## src/ddcof_pkg.sv

```systemverilog
// Shared constants and types for the DDC output formatter ports
`default_nettype none
package ddcof_pkg;
  localparam int unsigned SMP_W = 32;
  localparam int unsigned CH_WORDS = 4;
  localparam int unsigned FIFO_DEPTH = 8;
  localparam int unsigned SET_W = SMP_W * CH_WORDS;
  localparam logic [2:0] RATE_MAX = 3'h5;
  // Serial bits per word for each format
  localparam logic [6:0] LEN_T8 = 7'h08;
  localparam logic [6:0] LEN_R16 = 7'h10;
  localparam logic [6:0] LEN_R24 = 7'h18;
  localparam logic [6:0] LEN_F32 = 7'h20;
  localparam logic [6:0] LEN_FLT = 7'h0C;
  localparam logic [3:0] EXP_MAX = 4'hF;
  localparam logic [31:0] POS_FULL = 32'h7FFFFFFF;
  localparam logic [31:0] HALF_R16 = 32'h00008000;
  localparam logic [31:0] HALF_R24 = 32'h00000080;
  localparam logic [31:0] MASK_R16 = 32'hFFFF0000;
  localparam logic [31:0] MASK_R24 = 32'hFFFFFF00;
  localparam logic [15:0] PAR_ZERO = 16'h0000;

  // Word format codes
  typedef enum logic [2:0] {
    FMT_T8 = 3'h0,
    FMT_R16 = 3'h1,
    FMT_R24 = 3'h2,
    FMT_F32 = 3'h3,
    FMT_FLT = 3'h4
  } ddcof_fmt_t;

  // Word order: 0 in-phase A, 1 quadrature A, 2 in-phase B, 3 quadrature B
  typedef struct packed {
    logic [CH_WORDS-1:0][SMP_W-1:0] w;
  } ddcof_set_t;

  typedef struct packed {
    logic serial_out_enable;
    logic channel_multiplex_sel;
    logic packed_sel;
    logic frame_pulse_style;
    logic serial_clock_polarity;
    logic frame_strobe_polarity;
    logic chain_master_enable;
    ddcof_fmt_t word_format;
    logic [2:0] serial_rate_sel;
  } ddcof_cfg_t;

  typedef struct packed {
    logic serial_clock;
    logic serial_frame_strobe;
    logic serial_data_first;
    logic serial_data_second;
    logic oe;
  } ddcof_ser_t;

  // Whole state of the port engine
  typedef struct packed {
    ddcof_set_t smp;
    logic [127:0] sh_a;
    logic [127:0] sh_b;
    logic [8:0] cnt;
    logic [8:0] own;
    logic [8:0] tot;
    logic [6:0] wlen;
    logic [6:0] wcnt;
    logic [4:0] half;
    logic [4:0] div;
    logic busy;
    logic ph;
    logic fsa;
    logic mux;
    logic style;
    logic rdy;
    logic [15:0] pdat;
    logic poe;
    ddcof_ser_t ser;
  } ddcof_st_t;

  localparam ddcof_st_t ST_RST = '0;
endpackage
`default_nettype wire

```

## src/ddcof_output_ports.sv

```systemverilog
// Serial and parallel output ports of the dual-channel downconverter
`timescale 1ns/1ps
`default_nettype none
module ddcof_output_ports
  import ddcof_pkg::*;
(
  input wire logic clock, // 200 MHz chip clock
  input wire logic reset, // Synchronous, active high
  input wire ddcof_pkg::ddcof_set_t sample_set, // Decimated I/Q words
  input wire logic sample_valid, // Sample set offered
  output var logic sample_accept, // Room in the buffer
  input wire ddcof_pkg::ddcof_cfg_t cfg, // Port configuration
  input wire logic chain_data_in, // Serial data from chain slave
  input wire logic [2:0] parallel_segment_sel, // Segment select
  input wire logic parallel_output_enable_n, // Parallel enable, low
  output var logic sample_ready, // Period start pulse
  output var ddcof_pkg::ddcof_ser_t serial_pins, // Serial port pins
  output var logic [15:0] parallel_data, // Parallel segment
  output var logic parallel_data_oe // Parallel pins driven
);
  ddcof_st_t s_r;
  ddcof_st_t s_nxt;
  logic [SET_W-1:0] fifo_q;
  logic fifo_valid;
  logic pop;
  ddcof_set_t fmt_in;
  logic [CH_WORDS-1:0][31:0] fix_w;
  logic [CH_WORDS-1:0][3:0] exp_w;
  logic [CH_WORDS-1:0][7:0] man_w;
  logic [1:0][63:0] chv;
  logic [6:0] llen;
  logic [6:0] chlen;
  logic [6:0] wl;
  logic [8:0] ownv;
  logic [8:0] totv;
  logic [4:0] half_v;
  logic [2:0] rate;
  logic [127:0] vec_a;
  logic [127:0] vec_b;
  logic [1:0] widx;

  // Buffer absorbs bursts while a serial frame is still going out
  ddcof_fifo #(
    .W(SET_W),
    .DEPTH(FIFO_DEPTH)
  ) u_fifo (
    .clock(clock),
    .reset(reset),
    .in_data(sample_set),
    .in_valid(sample_valid),
    .in_ready(sample_accept),
    .out_data(fifo_q),
    .out_valid(fifo_valid),
    .out_ready(!s_r.busy)
  );

  // A new period starts when the engine is free and a set waits
  assign pop = fifo_valid && !s_r.busy;
  assign fmt_in = pop ? ddcof_set_t'(fifo_q) : s_r.smp;

  // One formatter per word of the sample set
  for (genvar g = 0; g < CH_WORDS; g++)
  begin : g_fmt
    ddcof_word_fmt u_fmt (
      .x(fmt_in.w[g]),
      .fmt(cfg.word_format),
      .fixed_word(fix_w[g]),
      .exponent(exp_w[g]),
      .mantissa(man_w[g])
    );
  end

  // Frame vectors, left-justified, built from the formatted words
  always_comb
  begin
    unique case (cfg.word_format)
      FMT_T8: llen = LEN_T8;
      FMT_R16: llen = LEN_R16;
      FMT_R24: llen = LEN_R24;
      FMT_F32: llen = LEN_F32;
      FMT_FLT: llen = LEN_FLT;
      default: llen = LEN_F32;
    endcase
    chlen = 7'(llen << 1);
    wl = cfg.packed_sel ? chlen : llen;
    for (int c = 0; c < 2; c++)
    begin
      if (cfg.word_format == FMT_FLT && cfg.packed_sel)
        chv[c] = {man_w[2*c], exp_w[2*c], exp_w[2*c+1], man_w[2*c+1],
                  40'h0000000000};
      else if (cfg.word_format == FMT_FLT)
        chv[c] = {man_w[2*c], exp_w[2*c], man_w[2*c+1], exp_w[2*c+1],
                  40'h0000000000};
      else
        chv[c] = {fix_w[2*c], 32'h00000000}
                 | ({fix_w[2*c+1], 32'h00000000} >> llen);
    end
    if (cfg.channel_multiplex_sel)
    begin
      vec_a = {chv[0], 64'h0} | ({chv[1], 64'h0} >> chlen);
      vec_b = '0;
      ownv = {1'b0, chlen, 1'b0};
    end
    else
    begin
      vec_a = {chv[0], 64'h0};
      vec_b = {chv[1], 64'h0};
      ownv = {2'b00, chlen};
    end
    // In multiplex mode the chain master appends the slave's stream after its own
    totv = (cfg.channel_multiplex_sel && cfg.chain_master_enable)
           ? 9'(ownv << 1) : ownv;
    rate = (cfg.serial_rate_sel > RATE_MAX) ? RATE_MAX : cfg.serial_rate_sel;
    // Flop-driven clock: divide by 1 and 2 both give a 2-cycle period
    half_v = (rate <= 3'h1) ? 5'h01 : 5'(5'h01 << (rate - 3'h1));
  end

  assign widx = parallel_segment_sel[2:1];

  // Next state: parallel segment, period start and serial shifter
  always_comb
  begin
    s_nxt = s_r;
    s_nxt.rdy = 1'b0;
    s_nxt.ser.oe = cfg.serial_out_enable;
    s_nxt.poe = !parallel_output_enable_n;
    if (cfg.word_format == FMT_FLT)
      s_nxt.pdat = parallel_segment_sel[0] ? PAR_ZERO
                   : {4'h0, exp_w[widx], man_w[widx]};
    else if (parallel_segment_sel[0])
      s_nxt.pdat = fix_w[widx][15:0];
    else
      s_nxt.pdat = fix_w[widx][31:16];
    if (pop)
    begin
      s_nxt.smp = ddcof_set_t'(fifo_q);
      s_nxt.rdy = 1'b1;
      if (cfg.serial_out_enable)
      begin
        // First launch edge coincides with sample-ready
        s_nxt.busy = 1'b1;
        s_nxt.ph = 1'b1;
        s_nxt.fsa = 1'b1;
        s_nxt.cnt = 9'h001;
        s_nxt.wlen = wl;
        s_nxt.wcnt = wl - 7'h01;
        s_nxt.half = half_v;
        s_nxt.div = half_v - 5'h01;
        s_nxt.sh_a = vec_a;
        s_nxt.sh_b = vec_b;
        s_nxt.own = ownv;
        s_nxt.tot = totv;
        s_nxt.mux = cfg.channel_multiplex_sel;
        s_nxt.style = cfg.frame_pulse_style;
        s_nxt.ser.serial_data_first = 1'b0;
        s_nxt.ser.serial_data_second = 1'b0;
      end
    end
    else if (s_r.busy)
    begin
      if (s_r.div != 5'h00)
        s_nxt.div = s_r.div - 5'h01;
      else
      begin
        s_nxt.div = s_r.half - 5'h01;
        if (s_r.ph)
        begin
          // Capture edge; after the last bit the clock parks
          s_nxt.ph = 1'b0;
          if (s_r.cnt > s_r.tot)
          begin
            s_nxt.busy = 1'b0;
            s_nxt.fsa = 1'b0;
            s_nxt.ser.serial_data_first = 1'b0;
            s_nxt.ser.serial_data_second = 1'b0;
          end
        end
        else
        begin
          // Launch edge: strobe and data change here; elsewhere data only drops to zero as the clock parks
          s_nxt.ph = 1'b1;
          s_nxt.fsa = (s_r.wcnt == 7'h00) && (s_r.cnt < s_r.own)
                      && !s_r.style;
          s_nxt.wcnt = (s_r.wcnt == 7'h00) ? s_r.wlen - 7'h01
                       : s_r.wcnt - 7'h01;
          if (s_r.cnt <= s_r.own)
          begin
            s_nxt.ser.serial_data_first = s_r.sh_a[127];
            s_nxt.ser.serial_data_second = s_r.sh_b[127];
            s_nxt.sh_a = {s_r.sh_a[126:0], 1'b0};
            s_nxt.sh_b = {s_r.sh_b[126:0], 1'b0};
          end
          else
          begin
            s_nxt.ser.serial_data_first = chain_data_in;
            s_nxt.ser.serial_data_second = 1'b0;
          end
          s_nxt.cnt = 9'(s_r.cnt + 9'h001);
        end
      end
    end
    // Pin levels follow the polarity bits; idle clock rests at polarity
    s_nxt.ser.serial_clock = s_nxt.ph ^ cfg.serial_clock_polarity;
    s_nxt.ser.serial_frame_strobe = s_nxt.fsa
                                    ^ cfg.frame_strobe_polarity;
  end

  // State register
  always_ff @(posedge clock)
  begin
    if (reset)
      s_r <= ST_RST;
    else
      s_r <= s_nxt;
  end

  assign sample_ready = s_r.rdy;
  assign serial_pins = s_r.ser;
  assign parallel_data = s_r.pdat;
  assign parallel_data_oe = s_r.poe;
endmodule
`default_nettype wire

```

## src/ddcof_fifo.sv

```systemverilog
// Sample-set FIFO with valid/ready on both sides
`timescale 1ns/1ps
`default_nettype none
module ddcof_fifo #(
  parameter int unsigned W = 128,
  parameter int unsigned DEPTH = 8
) (
  input wire logic clock, // System clock
  input wire logic reset, // Synchronous reset
  input wire logic [W-1:0] in_data, // Write data
  input wire logic in_valid, // Write request
  output var logic in_ready, // Not full
  output var logic [W-1:0] out_data, // Head word
  output var logic out_valid, // Not empty
  input wire logic out_ready // Drain request
);
  localparam int unsigned AW = $clog2(DEPTH);
  typedef struct packed {
    logic [DEPTH-1:0][W-1:0] mem;
    logic [AW-1:0] wp;
    logic [AW-1:0] rp;
    logic [AW:0] cnt;
    logic full;
    logic empty;
    logic room;
  } ddcof_fifo_st_t;

  ddcof_fifo_st_t s_r;
  ddcof_fifo_st_t s_nxt;
  logic push;
  logic pop;

  // Full and empty are registered so both readies are clean
  always_comb
  begin
    s_nxt = s_r;
    push = in_valid && !s_r.full;
    pop = out_ready && !s_r.empty;
    if (push)
    begin
      s_nxt.mem[s_r.wp] = in_data;
      s_nxt.wp = s_r.wp + 1'b1;
    end
    if (pop)
      s_nxt.rp = s_r.rp + 1'b1;
    if (push && !pop)
      s_nxt.cnt = s_r.cnt + 1'b1;
    else if (pop && !push)
      s_nxt.cnt = s_r.cnt - 1'b1;
    s_nxt.full = (s_nxt.cnt == (AW+1)'(DEPTH));
    s_nxt.empty = (s_nxt.cnt == '0);
    // Ready to the producer leaves straight from a flop
    s_nxt.room = !s_nxt.full;
  end

  always_ff @(posedge clock)
  begin
    if (reset)
    begin
      s_r <= '0;
      s_r.empty <= 1'b1;
      s_r.room <= 1'b1;
    end
    else
      s_r <= s_nxt;
  end

  assign in_ready = s_r.room;
  assign out_valid = !s_r.empty;
  assign out_data = s_r.mem[s_r.rp];
endmodule
`default_nettype wire

```

## src/ddcof_word_fmt.sv

```systemverilog
// One-word number formatter: fixed point and 12-bit float
`timescale 1ns/1ps
`default_nettype none
module ddcof_word_fmt
  import ddcof_pkg::*;
(
  input wire logic [31:0] x, // Full-precision sample
  input wire ddcof_pkg::ddcof_fmt_t fmt, // Word format
  output var logic [31:0] fixed_word, // Left-justified fixed word
  output var logic [3:0] exponent, // Float exponent
  output var logic [7:0] mantissa // Float mantissa
);
  logic [3:0] lead;
  logic stop;
  logic [31:0] nrm;
  logic [31:0] r16;
  logic [31:0] r24;

  // Redundant sign bits set the exponent; capped at 15 shifts
  always_comb
  begin
    lead = 4'h0;
    stop = 1'b0;
    for (int i = 30; i >= 16; i--)
    begin
      if (!stop && (x[i] == x[31]))
        lead = lead + 4'h1;
      else
        stop = 1'b1;
    end
    exponent = EXP_MAX - lead;
    nrm = x << lead;
    mantissa = nrm[31:24];
    // Rounding saturates rather than wrapping to negative
    r16 = x + HALF_R16;
    r24 = x + HALF_R24;
    if (!x[31] && r16[31])
      r16 = POS_FULL;
    if (!x[31] && r24[31])
      r24 = POS_FULL;
    unique case (fmt)
      FMT_T8: fixed_word = {x[31:24], 24'h000000};
      FMT_R16: fixed_word = r16 & MASK_R16;
      FMT_R24: fixed_word = r24 & MASK_R24;
      FMT_F32: fixed_word = x;
      FMT_FLT: fixed_word = x;
      default: fixed_word = x;
    endcase
  end
endmodule
`default_nettype wire

```

## config.mk

```make
export PLATFORM = sky130hd
export DESIGN_NAME = ddcof_output_ports
export DESIGN_NICKNAME = d
export VERILOG_FILES = /design/src/ddcof_pkg.sv /design/src/ddcof_output_ports.sv /design/src/ddcof_fifo.sv /design/src/ddcof_word_fmt.sv
export SDC_FILE = /design/constraint.sdc
export NUM_CORES = 2
export LEC_CHECK = 0
export BUFFER_PORTS_ARGS = -buffer_cell sky130_fd_sc_hd__buf_4
export CAP_MARGIN = 40
export CELL_PAD_IN_SITES_DETAIL_PLACEMENT = 0
export CELL_PAD_IN_SITES_GLOBAL_PLACEMENT = 2
export CORE_MARGIN = 2
export CORE_UTILIZATION = 38
export DETAILED_ROUTE_END_ITERATION = 10
export PLACE_DENSITY = 0.84
export SLEW_MARGIN = 20
export SYNTH_ARGS = -nofsm -noshare
export SYNTH_HDL_FRONTEND = slang
export SYNTH_SLANG_ARGS = --single-unit
```

## constraint.sdc

```tcl
create_clock -name clock -period 13.2 [get_ports clock]
set_input_delay 1.32 -clock clock [delete_from_list [all_inputs] [get_ports clock]]
set_output_delay 1.32 -clock clock [all_outputs]
set_load 0.05 [all_outputs]
```

==> run_results.csv <==
group,metric,value,unit
setup_path,crit-reg2reg-launch,"u_fifo.s_r[7]$_SDFFE_PP0N_",
floorplan,coreArea,0.204,mm^2
setup_path,critPathCaptureType,"register",
clock_tree,cts_made_buffers,167,
global_route,grt_pass1_wl,477000,um
yosys,yosysTopAreaCell,"dfxtp_1",
yosys,yosys-top-cells-count,"2634 x nand2_1, 1431 x a21oi_1, 1426 x dfxtp_1",
setup_path,crit_family,"compound AO/OA/AOI/OAI gates",
yosys,yosys.area.top_type_share,36.6,%
yosys,synth.most_common_cell,"nand2_1",
detailed_routing,ant_nets,0,
yosys,syn_nets,10208,
clock_tree,h-tree-depth,4,
detailed_routing,dr_wl_met2,141000,um
clock_tree,clock_latency,0.87,ns
detailed_routing,wl_met1,141000,um
setup_path,cp_slowest_cell,"dfxtp_4",
global_route,grt_antenna_before_repair,24,
yosys,netlist_instances,9981,
yosys,ys_warn_count,0,
placed_design,port_buffers,172,
layout,final_layout_size_suffix_gt1_share,12.5,%
yosys,yosysSeqAreaShare,36.6,%
yosys,synth_edf_count,0,
clock_tree,hold_buffers,0,
timing,finalSetupViolations,0,
detailed_routing,wl_met3,28800,um
timing,maxSlewViolCount,0,
global_route,grt_pass1_vias,69945,
floorplan,rows,166,
detailed_routing,first_pass_iters,8,
setup_path,critical_path.n_buffers_inverters,6,
layout,n_fill_cell,20545,
yosys,synth-seq-cells,1426,
floorplan,die_x,457,um
floorplan,start_util,38.2,%
timing,slew_headroom,17.2,%
setup_path,critPathLaunchType,"register",
clock_tree,cts_tree,"done",
clock_tree,clkTransAtPathRegs,0.06,ns
setup_path,r2r_cells,49,
setup_path,rrSetupSlack,0.76,ns
setup_path,crit_top_cell,"ha_1",
floorplan,die_area,0.209,mm^2
timing,tightest_slew,1.24,ns
floorplan,ioPinCount,173,
min_path,hp-start,"u_fifo.s_r[905]$_SDFFE_PP0P_",
yosys,synthArstFlopShare,0,%
setup_path,slowest_delay,0.65,ns
setup_path,reg2reg_to,"s_r[315]$_SDFFE_PP0P_",
setup_path,cp_max_fo,24,
setup_path,crit_type,"reg -> reg",
timing,fmax,0.0804,GHz
clock_tree,cts_setup_buffers,0,
detailed_routing,drc,0,
setup_path,cp.required,13.98,ns
global_route,grt_max_degree,192,
min_path,hold_depth,2,
status,outcome,"completed",
layout,fin_util,42.6,%
detailed_routing,topRoutingLayerUsed,"met5",
floorplan,die_h,457,um
timing,skew,0.0489,ns
placed_design,dp_hpwl,219000,um
layout,nets,9921,
clock_tree,clock_path_buffers,3,
placed_design,globalplace.congestion,1.03,
global_route,grtUsageTotal,30.0,%
detailed_routing,num_vias,74426,
yosys,synth_cell_types,131,
timing,hold_viol_final,0,
yosys,syn_area_per_cell,7.81,um^2
clock_tree,cts-root-buf,"clkbuf_16",
detailed_routing,wl_per_cell,25.9,um
global_route,grt-ovfl-total,0,
timing,rsz0062_at_grt,"no",
setup_path,crit_arrival,13.22,ns
detailed_routing,drtIter0Drc,8744,
yosys,synth_area_leaders,"dfxtp_1 37%, nand2_1 13%, a21oi_1 9.2%",
min_path,whs_endpoint,"u_fifo.s_r[905]$_SDFFE_PP0P_",
min_path,min_path_type,"reg -> reg",
yosys,synth_flop_cell,"dfxtp_1",
layout,syn2layout_area_growth,11.7,%
detailed_routing,routed_wl,325000,um
timing,fin_crit,12.44,ns
run,maxCapViolCount,0,
timing,timing.final.crit_share,94.2,%
yosys,synth_area,0.0780,mm^2
detailed_routing,routed_via_density,5.94,
clock_tree,clock-sinks,1426,
timing,setup_tns,0,ns
[layout make-up]
cell class	instances	area, um^2	area share [%]
multi-input combinational	7488	44500	51.1
sequential	1426	28600	32.8
clock buffer	253	4960	5.70
timing repair buffer	505	4490	5.15
tap	2688	3360	3.86
clock inverter	44	774	0.890
inverter	106	398	0.457
antenna	11	27.5	0.0316
[per-stage QoR]
step / hold slack [ns] / setup WS [ns] / std cells / area (um^2)
6_report: 0.450 / 0.763 / 12521 / 87000
4_1_cts: 0.452 / 0.517 / 12483 / 86700
2_1_floorplan: 0.432 / 2.36 / 9981 / 78000
3_5_place_dp: 0.444 / 0.601 / 12186 / 80900
3_3_place_gp: 0.438 / 0.633 / 12137 / 80100
5_1_grt: 0.460 / 0.0219 / 12514 / 87000
[cell usage in the layout (no fill, tap or decap), types with 19 or more instances in the layout]
| cell | count |
|---|---|
| nor4_1 | 24 |
| a31oi_1 | 110 |
| dfxtp_1 | 1423 |
| o21ai_1 | 26 |
| o31ai_1 | 33 |
| nor3_1 | 112 |
| buf_4 | 439 |
| nand2_1 | 2629 |
| mux4_2 | 214 |
| nor2b_1 | 37 |
| ha_1 | 78 |
| o31a_1 | 32 |
| nand4_1 | 38 |
| clkbuf_1 | 42 |
| or3_1 | 30 |
| a21oi_1 | 1430 |
| o21ai_0 | 324 |
| xnor2_1 | 100 |
| nor2_1 | 629 |
| mux2_2 | 81 |
| buf_16 | 24 |
| nand2b_1 | 31 |
| o22ai_1 | 69 |
| or2_2 | 20 |
| a211oi_1 | 76 |
| xor2_1 | 35 |
| a221oi_1 | 56 |
| clkbuf_8 | 42 |
| o211ai_1 | 55 |
| and3_1 | 46 |
| o21a_1 | 26 |
| a221o_1 | 19 |
| a21o_1 | 36 |
| mux2i_1 | 344 |
| a22oi_1 | 73 |
| nand3_1 | 197 |
| clkbuf_16 | 169 |
| and2_1 | 49 |
| inv_1 | 99 |
| a22o_1 | 56 |
[state kept, by name, indices dropped and copies added, names as in the netlist]
| signal | count |
|---|---|
| sample_ready | 1 |
| serial_pins | 5 |
| s_r | 366 |
| parallel_data | 16 |
| parallel_data_oe | 1 |
| u_fifo.in_ready | 1 |
| u_fifo.s_r | 1036 |
[worst register-to-register path, delay by kind of cell (launching register included)]
| family | cells | cell delay, ns |
|---|---|---|
| AO/OA/AOI/OAI | 16 | 3.59 |
| multiplexers | 9 | 2.00 |
| AND/OR/NAND/NOR | 7 | 1.80 |
| buffers and inverters | 6 | 0.95 |
| flip-flops | 1 | 0.65 |
| adder cells (fa/ha/maj) | 11 | 3.37 |
[logic make-up after synthesis]
family | Yosys count | share of synthesized area [%]
flops | 1426 | 36.6
simple gates | 3970 | 21.2
compound gates | 2646 | 20.5
mux | 648 | 11.9
buf+inv | 1067 | 6.68
fa+ha+maj | 78 | 1.25
xor+xnor | 146 | 1.80
[routing by layer]
| layer | GRT usage (%) | vias up |
|---|---|---|
| met2 | 45.4 | 3354 |
| met3 | 6.62 | 700 |
| met4 | 12.2 | 22 |
| met5 | 0 | - |
| li1 | - | 34114 |
| met1 | 41.2 | 36236 |
[worst max path at each step]
stage | to | cells after the start | slack, ns | start
final | s_r[315]$_SDFFE_PP0P_ | 49 | 0.76 | u_fifo.s_r[7]$_SDFFE_PP0N_
after global routing | parallel_data[1]$_SDFF_PP0_ | 46 | 0.02 | u_fifo.s_r[7]$_SDFFE_PP0N_
after CTS | s_r[315]$_SDFFE_PP0P_ | 48 | 0.52 | u_fifo.s_r[7]$_SDFFE_PP0N_
after detailed placement | s_r[315]$_SDFFE_PP0P_ | 48 | 0.60 | u_fifo.s_r[7]$_SDFFE_PP0N_
after global placement | s_r[315]$_SDFFE_PP0P_ | 48 | 0.63 | u_fifo.s_r[7]$_SDFFE_PP0N_
after floorplan | s_r[315]$_SDFFE_PP0P_ | 53 | 2.36 | s_r[27]$_SDFFE_PP0P_
[timing repair]
item                                    in CTS  in global routing
endpoints found under the hold margin        0                  0
endpoints found under the setup margin       0                  1
resized for setup                            0                  1
Power is left out: the tool's default activity adds up to more than one toggle a clock period on the data nets, which glitch-free logic cannot reach.
